$ cat src/atc_defs.vh
// Constants shared by the auto transfer controller design files.
`ifndef ATC_DEFS_VH
`define ATC_DEFS_VH
// Register word offsets on the Avalon-MM slave (one word per register).
`define ATC_OFS_CTRL 4'h0
`define ATC_OFS_PTR0 4'h1
`define ATC_OFS_PTR1 4'h2
`define ATC_OFS_COUNT 4'h3
`define ATC_OFS_STATUS 4'h4
`define ATC_OFS_MASK 4'h5
// Control register fields.
`define ATC_CTRL_MODE_LSB 0
`define ATC_CTRL_MODE_MSB 3
`define ATC_CTRL_INCDIS 4
`define ATC_CTRL_RESET 5'h00
// Status bits.
`define ATC_ST_DONE 0
`define ATC_ST_REFUSED 1
// I/O page placed above the low byte of pointer one.
`define ATC_IO_PAGE 10'h03f
// Mode codes handled here.
`define ATC_MODE_0 4'h0
`define ATC_MODE_1 4'h1
`define ATC_MODE_2 4'h2
`define ATC_MODE_3 4'h3
`define ATC_MODE_4 4'h4
`define ATC_MODE_5 4'h5
`define ATC_MODE_6 4'h6
`define ATC_MODE_7 4'h7
// Widths and reset values.
`define ATC_AW 18
`define ATC_ZERO_ADDR 18'h00000
`define ATC_ZERO_BYTE 8'h00
`define ATC_ONE_BYTE 8'h01
`define ATC_ONE_ADDR 18'h00001
`endif

$ cat src/atc_mode_decode.v
// Mode decoder: direction, byte count and pointer increments per mode.
`timescale 1ns/1ps
`include "atc_defs.vh"
module atc_mode_decode (
    // Mode select.
    input wire [3:0] mode,
    // Decoded behaviour.
    output reg valid,
    output reg twoBytes,
    output reg firstMemToIo,
    output reg swapSecond,
    output reg oddSecond,
    output reg incFirst,
    output reg incSecond
);
    // Table of modes 0 to 7; other codes are not handled and refused.
    always @* begin
        valid = 1'b1;
        twoBytes = 1'b0;
        firstMemToIo = 1'b1;
        swapSecond = 1'b0;
        oddSecond = 1'b0;
        incFirst = 1'b0;
        incSecond = 1'b0;
        case (mode) // RL18
            `ATC_MODE_0: begin
                firstMemToIo = 1'b1; // RL1
            end
            `ATC_MODE_1: begin
                firstMemToIo = 1'b0; // RL2
            end
            `ATC_MODE_2: begin
                incFirst = 1'b1; // RL4
            end
            `ATC_MODE_3: begin
                firstMemToIo = 1'b0;
                incFirst = 1'b1; // RL5
            end
            `ATC_MODE_4: begin
                twoBytes = 1'b1; // RL6
                oddSecond = 1'b1;
                incFirst = 1'b1; // RL7
                incSecond = 1'b1;
            end
            `ATC_MODE_5: begin
                firstMemToIo = 1'b0; // RL8
                twoBytes = 1'b1;
                oddSecond = 1'b1;
                incFirst = 1'b1; // RL9
                incSecond = 1'b1;
            end
            `ATC_MODE_6: begin
                firstMemToIo = 1'b0; // RL11
                twoBytes = 1'b1;
                swapSecond = 1'b1;
                incFirst = 1'b1;
                incSecond = 1'b1;
            end
            `ATC_MODE_7: begin
                firstMemToIo = 1'b0; // RL12
                twoBytes = 1'b1;
                swapSecond = 1'b1;
                incFirst = 1'b1;
            end
            default: begin
                valid = 1'b0;
            end
        endcase
    end
endmodule // atc_mode_decode

$ cat src/atc_io_addr.v
// Forms the 18-bit I/O address from the low byte of pointer one.
`timescale 1ns/1ps
`include "atc_defs.vh"
module atc_io_addr (
    // Pointer one low byte and odd-byte select.
    input wire [7:0] ioLow,
    input wire oddByte,
    // Resulting bus address.
    output wire [17:0] ioAddr
);
    // Upper ten bits are forced to the I/O page; odd byte sets bit 0.
    assign ioAddr = {`ATC_IO_PAGE, ioLow[7:1], ioLow[0] | oddByte}; // RL3
endmodule // atc_io_addr

$ cat src/atc_controller.v
// Auto transfer controller for standard transfer modes 0 to 7.
// Functional notes
// RL1: Mode 0 copies memory byte to I/O.
// RL2: Mode 1 copies I/O byte to memory.
// RL3: I/O address uses low byte, page 03F.
// RL4: Mode 2 memory to I/O, pointer zero increments.
// RL5: Mode 3 I/O to memory, pointer zero increments.
// RL6: Mode 4 word to even then odd I/O.
// RL7: Mode 4 pointer zero advances by two.
// RL8: Mode 5 word from even then odd I/O.
// RL9: Mode 5 pointer zero advances by two.
// RL10: Software programs even I/O address for words.
// RL11: Mode 6 read I/O, then write I/O.
// RL12: Mode 7 like 6, one increment only.
// RL13: Software prestores outgoing bytes at alternate locations.
// RL14: Counter decrements per activation; zero raises interrupt.
// RL15: Mode comes from first control register field.
// RL16: Increment disable bit stops pointer zero increments.
// RL17: Each byte is a load then store.
// RL18: Four-bit mode codes decoded into behaviour.
//
// Implementation choices: the placing of the registers and register access over Avalon-MM.
`timescale 1ns/1ps
`include "atc_defs.vh"
module atc_controller (
    // Clock and reset.
    input wire ref_clk,
    input wire rst_b,
    // Avalon-MM register slave.
    input wire [3:0] avsAddress,
    input wire avsRead,
    input wire avsWrite,
    input wire [31:0] avsWriteData,
    output wire [31:0] avsReadData,
    output wire avsWaitRequest,
    // Activation request, one-cycle pulse.
    input wire actReq,
    // Memory bus master towards the core bus.
    output wire [17:0] memAddr,
    output wire memRead,
    output wire memWrite,
    output wire [7:0] memWriteData,
    input wire [7:0] memReadData,
    input wire memWaitRequest,
    // Interrupt and state.
    output wire transferDoneIrq,
    output wire busy
);
    ////////////////////////////////////////////////////////////////////////
    // States, one-hot.
    localparam [3:0] ST_IDLE = 4'b0001;
    localparam [3:0] ST_LOAD = 4'b0010;
    localparam [3:0] ST_STORE = 4'b0100;
    localparam [3:0] ST_NEXT = 4'b1000;

    reg [4:0] ctrl_ff;
    reg [17:0] ptr0_ff;
    reg [17:0] ptr1_ff;
    reg [7:0] count_ff;
    reg [1:0] status_ff;
    reg [1:0] mask_ff;
    reg [3:0] state_ff;
    reg secondByte_ff;
    reg [7:0] data_ff;
    reg [17:0] memAddr_ff;
    reg memRead_ff;
    reg memWrite_ff;
    reg [31:0] rdData_ff;
    reg rdAck_ff;
    reg irq_ff;
    reg [3:0] nxt_state;

    wire modeValid;
    wire twoBytes;
    wire firstMemToIo;
    wire swapSecond;
    wire oddSecond;
    wire incFirst;
    wire incSecond;
    wire [17:0] ioAddr;
    wire memToIo;
    wire incNow;
    wire incDisable;
    wire startOk;
    wire busDone;
    wire doneEvent;
    wire refuseEvent;
    wire regWrite;
    wire [17:0] srcAddr;
    wire [17:0] dstAddr;
    wire secondMemToIo;
    wire [17:0] ptr0Next;
    wire [17:0] ioOdd;
    wire [17:0] secondSrc;

    ////////////////////////////////////////////////////////////////////////
    // Decoder and I/O address former.
    atc_mode_decode uDecode (
        .mode(ctrl_ff[`ATC_CTRL_MODE_MSB:`ATC_CTRL_MODE_LSB]), // RL15
        .valid(modeValid),
        .twoBytes(twoBytes),
        .firstMemToIo(firstMemToIo),
        .swapSecond(swapSecond),
        .oddSecond(oddSecond),
        .incFirst(incFirst),
        .incSecond(incSecond)
    );

    atc_io_addr uIoAddr (
        .ioLow(ptr1_ff[7:0]),
        .oddByte(secondByte_ff & oddSecond),
        .ioAddr(ioAddr)
    );

    // Direction of the current byte; modes 6 and 7 reverse on the second.
    assign memToIo = firstMemToIo ^ (secondByte_ff & swapSecond);
    assign srcAddr = memToIo ? ptr0_ff : ioAddr;
    assign dstAddr = memToIo ? ioAddr : ptr0_ff;
    assign incDisable = ctrl_ff[`ATC_CTRL_INCDIS];
    // Increment after the current byte, unless disabled.
    assign incNow = (secondByte_ff ? incSecond : incFirst) & ~incDisable; // RL16
    assign busDone = (memRead_ff | memWrite_ff) & ~memWaitRequest;
    // Requests are refused and flagged with a zero counter or an unhandled mode.
    assign startOk = (count_ff != `ATC_ZERO_BYTE) & modeValid; // RL14
    assign refuseEvent = actReq & (state_ff == ST_IDLE) & ~startOk;
    assign doneEvent = (state_ff == ST_NEXT) & (~twoBytes | secondByte_ff) & (count_ff == `ATC_ONE_BYTE);
    assign regWrite = avsWrite & (state_ff == ST_IDLE);
    // Second-byte source is formed ahead of the pointer step that lands at the same edge.
    assign secondMemToIo = firstMemToIo ^ swapSecond; // RL11 RL12
    assign ptr0Next = incNow ? (ptr0_ff + `ATC_ONE_ADDR) : ptr0_ff;
    assign ioOdd = {`ATC_IO_PAGE, ptr1_ff[7:1], ptr1_ff[0] | oddSecond}; // RL3 RL6 RL8
    assign secondSrc = secondMemToIo ? ptr0Next : ioOdd;

    ////////////////////////////////////////////////////////////////////////
    // Sequencer next state.
    always @* begin
        nxt_state = state_ff;
        case (state_ff)
            ST_IDLE: begin
                if (actReq & startOk & ~avsWrite) begin
                    nxt_state = ST_LOAD;
                end
            end
            ST_LOAD: begin
                if (busDone) begin
                    nxt_state = ST_STORE; // RL17
                end
            end
            ST_STORE: begin
                if (busDone) begin
                    nxt_state = ST_NEXT;
                end
            end
            ST_NEXT: begin
                if (twoBytes & ~secondByte_ff) begin
                    nxt_state = ST_LOAD;
                end else begin
                    nxt_state = ST_IDLE;
                end
            end
            default: begin
                nxt_state = ST_IDLE;
            end
        endcase
    end

    ////////////////////////////////////////////////////////////////////////
    // Sequencer, bus master and second-byte flag.
    always @(posedge ref_clk or negedge rst_b) begin
        if (!rst_b) begin
            state_ff <= ST_IDLE;
            secondByte_ff <= 1'b0;
            data_ff <= `ATC_ZERO_BYTE;
            memAddr_ff <= `ATC_ZERO_ADDR;
            memRead_ff <= 1'b0;
            memWrite_ff <= 1'b0;
        end else begin
            state_ff <= nxt_state;
            // Load cycle reads the source address.
            if ((nxt_state == ST_LOAD) & (state_ff != ST_LOAD)) begin
                memRead_ff <= 1'b1; // RL17
                memAddr_ff <= (state_ff == ST_NEXT) ? secondSrc : srcAddr;
            end
            if ((state_ff == ST_LOAD) & busDone) begin
                memRead_ff <= 1'b0;
                data_ff <= memReadData;
                memWrite_ff <= 1'b1; // RL17
                memAddr_ff <= dstAddr;
            end
            if ((state_ff == ST_STORE) & busDone) begin
                memWrite_ff <= 1'b0;
            end
            if (state_ff == ST_NEXT) begin
                secondByte_ff <= twoBytes & ~secondByte_ff;
            end
        end
    end

    ////////////////////////////////////////////////////////////////////////
    // Registers: control, pointers, counter, status and mask.
    always @(posedge ref_clk or negedge rst_b) begin
        if (!rst_b) begin
            ctrl_ff <= `ATC_CTRL_RESET;
            ptr0_ff <= `ATC_ZERO_ADDR;
            ptr1_ff <= `ATC_ZERO_ADDR;
            count_ff <= `ATC_ZERO_BYTE;
            status_ff <= 2'h0;
            mask_ff <= 2'h0;
        end else begin
            if (regWrite) begin
                case (avsAddress)
                    `ATC_OFS_CTRL: ctrl_ff <= avsWriteData[4:0];
                    `ATC_OFS_PTR0: ptr0_ff <= avsWriteData[17:0];
                    `ATC_OFS_PTR1: ptr1_ff <= avsWriteData[17:0];
                    `ATC_OFS_COUNT: count_ff <= avsWriteData[7:0];
                    `ATC_OFS_MASK: mask_ff <= avsWriteData[1:0];
                    default: begin
                    end
                endcase
            end
            // Pointer zero steps after a finished byte move.
            if ((state_ff == ST_NEXT) & incNow) begin
                ptr0_ff <= ptr0_ff + `ATC_ONE_ADDR; // RL4 RL5 RL7 RL9 RL11 RL12
            end
            // One decrement per activation, after its last byte.
            if ((state_ff == ST_NEXT) & (~twoBytes | secondByte_ff)) begin
                count_ff <= count_ff - `ATC_ONE_BYTE; // RL14
            end
            // Sticky status: a new event wins over a write-one clear.
            status_ff[`ATC_ST_DONE] <= doneEvent |
                (status_ff[`ATC_ST_DONE] & ~(regWrite & (avsAddress == `ATC_OFS_STATUS) &
                avsWriteData[`ATC_ST_DONE])); // RL14
            status_ff[`ATC_ST_REFUSED] <= refuseEvent |
                (status_ff[`ATC_ST_REFUSED] & ~(regWrite & (avsAddress == `ATC_OFS_STATUS) &
                avsWriteData[`ATC_ST_REFUSED]));
        end
    end

    ////////////////////////////////////////////////////////////////////////
    // Read path; a write is held off while a transfer runs.
    always @(posedge ref_clk or negedge rst_b) begin
        if (!rst_b) begin
            rdData_ff <= 32'h00000000;
            rdAck_ff <= 1'b0;
            irq_ff <= 1'b0;
        end else begin
            irq_ff <= |(status_ff & mask_ff);
            rdAck_ff <= avsRead & ~rdAck_ff;
            if (avsRead & ~rdAck_ff) begin
                case (avsAddress)
                    `ATC_OFS_CTRL: rdData_ff <= {27'h0, ctrl_ff};
                    `ATC_OFS_PTR0: rdData_ff <= {14'h0, ptr0_ff};
                    `ATC_OFS_PTR1: rdData_ff <= {14'h0, ptr1_ff};
                    `ATC_OFS_COUNT: rdData_ff <= {24'h0, count_ff};
                    `ATC_OFS_STATUS: rdData_ff <= {30'h0, status_ff};
                    `ATC_OFS_MASK: rdData_ff <= {30'h0, mask_ff};
                    default: rdData_ff <= 32'h00000000;
                endcase
            end
        end
    end

    ////////////////////////////////////////////////////////////////////////
    // Outputs, all from flip-flops except the bus wait combination.
    assign avsReadData = rdData_ff;
    assign avsWaitRequest = (avsRead & ~rdAck_ff) | (avsWrite & (state_ff != ST_IDLE));
    assign memAddr = memAddr_ff;
    assign memRead = memRead_ff;
    assign memWrite = memWrite_ff;
    assign memWriteData = data_ff;
    assign transferDoneIrq = irq_ff;
    assign busy = ~state_ff[0];
endmodule // atc_controller

$ cat config.mk
export PLATFORM = sky130hd
export DESIGN_NAME = atc_controller
export DESIGN_NICKNAME = d
export VERILOG_FILES = /design/src/atc_mode_decode.v /design/src/atc_io_addr.v /design/src/atc_controller.v
export VERILOG_INCLUDE_DIRS = /design/src /design/src/src
export SDC_FILE = /design/constraint.sdc
export NUM_CORES = 1
export LEC_CHECK = 0
export ABC_CLOCK_PERIOD_IN_PS = 2700
export BUFFER_PORTS_ARGS = -buffer_cell sky130_fd_sc_hd__buf_4
export CELL_PAD_IN_SITES_DETAIL_PLACEMENT = 1
export CELL_PAD_IN_SITES_GLOBAL_PLACEMENT = 1
export CORE_ASPECT_RATIO = 1.5
export CORE_MARGIN = 3
export CORE_UTILIZATION = 43
export DETAILED_ROUTE_END_ITERATION = 6
export PLACE_DENSITY = 0.86
export SETUP_SLACK_MARGIN = 0.5
export SLEW_MARGIN = 20
export SYNTH_ARGS = -nofsm -noshare
export SYNTH_HDL_FRONTEND = slang
export SYNTH_HIERARCHICAL = 1
export SYNTH_SLANG_ARGS = --single-unit
export TNS_END_PERCENT = 100
$ cat constraint.sdc
create_clock -name ref_clk -period 2.7 [get_ports ref_clk]
set_input_delay 0.27 -clock ref_clk [delete_from_list [all_inputs] [get_ports ref_clk]]
set_output_delay 0.27 -clock ref_clk [all_outputs]
set_load 0.01 [all_outputs]
==> reports/results.md <==
## Run status
- completed — run status

## Setup path
- 2.57 ns — arrival time reported for the critical path endpoint
- flip-flop — Crit. End Element
- 13 — worst-path maximum fanout
- 2.95 ns — Req. time, crit path
- flip-flop — startpoint type of the worst setup path
- flip-flop to flip-flop — crit path kind

## Global route
- 56 — largest net degree at the start of global routing
- 34,800 um — global-route wire length before repair
- 0.260 — total routing usage reported by global routing
- 0 — number of antenna violations at the first check in global routing
- 0 — Overflow after GRT
- 6,435 — via count of the first global-routing pass

## Yosys
- 732 — Cells after Synth
- 6 — number of synthesis warnings
- dfrtp_1, nand2_1, mux2_2 — Area contributors post-synth
- 1.00 — async set or reset register ratio after synthesis
- 85 — count of unique library cells instantiated by Yosys
- 0.398 — fraction of synthesized cell area taken by the top area cell type
- dfrtp_1 — most area-hungry cell type in the Yosys netlist
- dfrtp_1 — Top FF cell, synth
- 106 — synthesis-stage register bit count
- 9.03 um2 — mean post-synth cell area
- 0.402 — register area share after synthesis
- 6610 um2 — area of the mapped netlist
- 0 — number of enable flip-flop cells after synthesis

## Drt
- met4 — highest metal used
- 24,400 um — drt total wl
- 1710 um — sum of met3 wire segment lengths after detailed routing
- 8760 um — routed metal-1 wirelength
- 23.8 um — post-DR wirelength/cell
- 5 — Pre-antenna DRT Iters
- 6.37 — vias per inst
- 6,516 — Via Count
- 503 — Initial DRC Count
- 0 — post-route ant nets
- 0 — DRC Markers
- 12,300 um — amount of wire on met2 after detailed routing

## Power and ir drop
- 0.399 — combinational fraction of design power
- 2810 uW — switching pwr
- 0.389 mV — maximum VDD drop
- 0.212 — clock network fraction of design power
- 0.389 — Reg power frac
- 4150 uW — cell internal pwr
- 856 nW/um2 — P per Cell Area
- 0.404 — share of total power consumed by net switching
- 0.00351 uW — Pleak

## Min path
- input pin to flip-flop — Worst Hold Class

## STA
- 0.860 — share of the clock period used by the worst path after layout
- 0.00798 ns — skew final
- 0.0960 ns — worst hold slack across all endpoints
- 0 ns — sum of negative setup slack
- 0 — final setup violating endpoints
- 0 — final hold vios
- 2.32 ns — Final min period
- 0.707 ns — Worst-Margin Slew
- 430 MHz — Fmax achieved
- yes — setup repair after global routing missed its margin
- 0 — count of pins over their slew limit
- 0.529 — headroom to the max-slew limit

## Cells and area
- 0.550 — post-layout util
- buf_4, nand2_1, dfrtp_1, nor2_1, o21ai_0 — top library cells by usage in the layout, fill and taps aside
- 0.320 — layout cells sized above 1
- buf_4 — commonest non-fill, non-tap cell in the layout
- 1,695 — filler instances
- 0 — Diodes inserted
- 23.1% — layout overhead on the synthesized area
- 875 — Nets

## Clock tree
- 0.08 ns — Worst-path clk slew
- 3 — H-tree depth
- 0.36 ns — latest clock arrival within the worst-skew pair
- 2 — maximum count of clock buffers along a single path
- 106 — total number of clock tree sinks
- yes — TritonCTS clock tree
- 9 — Inserted Clock Buffers
- clkbuf_16 — root cell of the clock tree

## Floorplanning
- 113 — IO Count
- 16,900 um2 — die footprint
- 14,800 um2 — Core Footprint
- 54 — Row Count
- 107 um — Chip Width
- 158 um — die outline height
- 0.446 — Starting Density

## Place
- 16,000 um — detailed placer's ending HPWL
- 84 — number of port buffers
- 0.895 — last weighted congestion value of the routability-driven placer

## Job
- 0 — max_cap viols

-- per-layer routing --
metal | GRT usage | vias to the layer above
met5 | 0 | -
li1 | - | 2807
met1 | 0.301 | 3202
met3 | 0.0375 | 123
met2 | 0.461 | 384
met4 | 0.137 | 0
-- area by class of cell --
class,count,area (um2),area share
multi-input combinational,548,3710,0.456
sequential,106,2670,0.328
timing repair buffer,142,1130,0.139
tap,196,245,0.0301
clock buffer,9,225,0.0277
clock inverter,7,101,0.0125
inverter,15,56.3,0.00692
-- cell usage after synthesis (all sizes together), types with 5 or more instances --
library cell,instances
nor2,58
dfrtp,105
nand4,16
nand2,99
clkbuf,33
or3,7
mux2,30
and3,5
o32ai,6
nand3,18
a31oi,10
a22o,6
and4,6
a21oi,34
nor3,21
buf,53
xnor2,6
o22ai,13
inv,15
a22oi,14
nor4,14
nand2b,6
o21ai,48
a211oi,10
mux2i,8
-- cells by family (layout without fill, tap and decap cells) --
family | count (synthesis) | after routing | share of synthesized area
muxes | 41 | 41 | 0.0741
and+or+nand+nor | 279 | 281 | 0.219
buffers and inverters | 101 | 173 | 0.0896
AOI/OAI and AO/OA | 190 | 190 | 0.196
DFF | 106 | 106 | 0.402
other | 3 | 24 | 0.00170
xor gates and xnor gates | 9 | 9 | 0.0119
adders and majority gates | 3 | 3 | 0.00568
-- critical path, cell delays in order, from the launching register on --
cell	delay (ns)
dfrtp_1	0.42
buf_4	0.16
nor2_2	0.22
mux2i_2	0.18
buf_4	0.26
nor4_1	0.35
xor2_1	0.23
nor2_1	0.08
o31ai_2	0.31
-- stage by stage --
step	worst slack, ns	power [uW]	area [um2]	cells
detailed placement	0.227	5020	7290	980
floorplan	0.521	4040	6690	753
CTS	0.475	6610	7820	1009
global placement	0.290	4880	7290	980
global route	0.334	7290	8140	1023
finish	0.377	6960	8140	1023
-- path summary, 6_finish.rpt --
check	endpoint	startpoint	slack [ns]	cells past startpoint
setup / recovery	memAddr[8]	ctrl_ff[3]	0.38	8
hold reg to reg	avsReadData[17]	avsReadData[17]	0.48	2
hold / removal	memWriteData[2]	memReadData[2]	0.1	3
setup reg to reg	memAddr[8]	ctrl_ff[3]	0.38	8
max in group asynchronous	state_ff[0]	rst_b	1.41	3
min in group asynchronous	count_ff[1]	rst_b	0.51	2
-- what timing repair did --
item | CTS | global route
cloned | 0 | 3
buffers inserted | 12 | 11
gates resized for setup | 27 | 45
setup endpoints to repair | 34 | 39
endpoints found under the hold margin | 24 | 0
pin swaps | 6 | 12
hold buffers | 1 | 0
-- registers in the layout, indices dropped and copies added, names as in the netlist, 2 cells and up --
register      cells
ptr1_ff          18
avsReadData      18
status_ff         2
ctrl_ff           5
ptr0_ff          18
count_ff          8
state_ff          4
memAddr          18
memWriteData      8
mask_ff           2
-- power groups by stage --
stage,clock network (uW),logic [uW],registers [uW]
after floorplan,0,1560,2480
after global placement,0,2250,2630
after detailed placement,0,2340,2680
after CTS,1480,2470,2660
after global routing,1560,2970,2760
final,1480,2780,2710
Power figures use the tool's default switching activity.
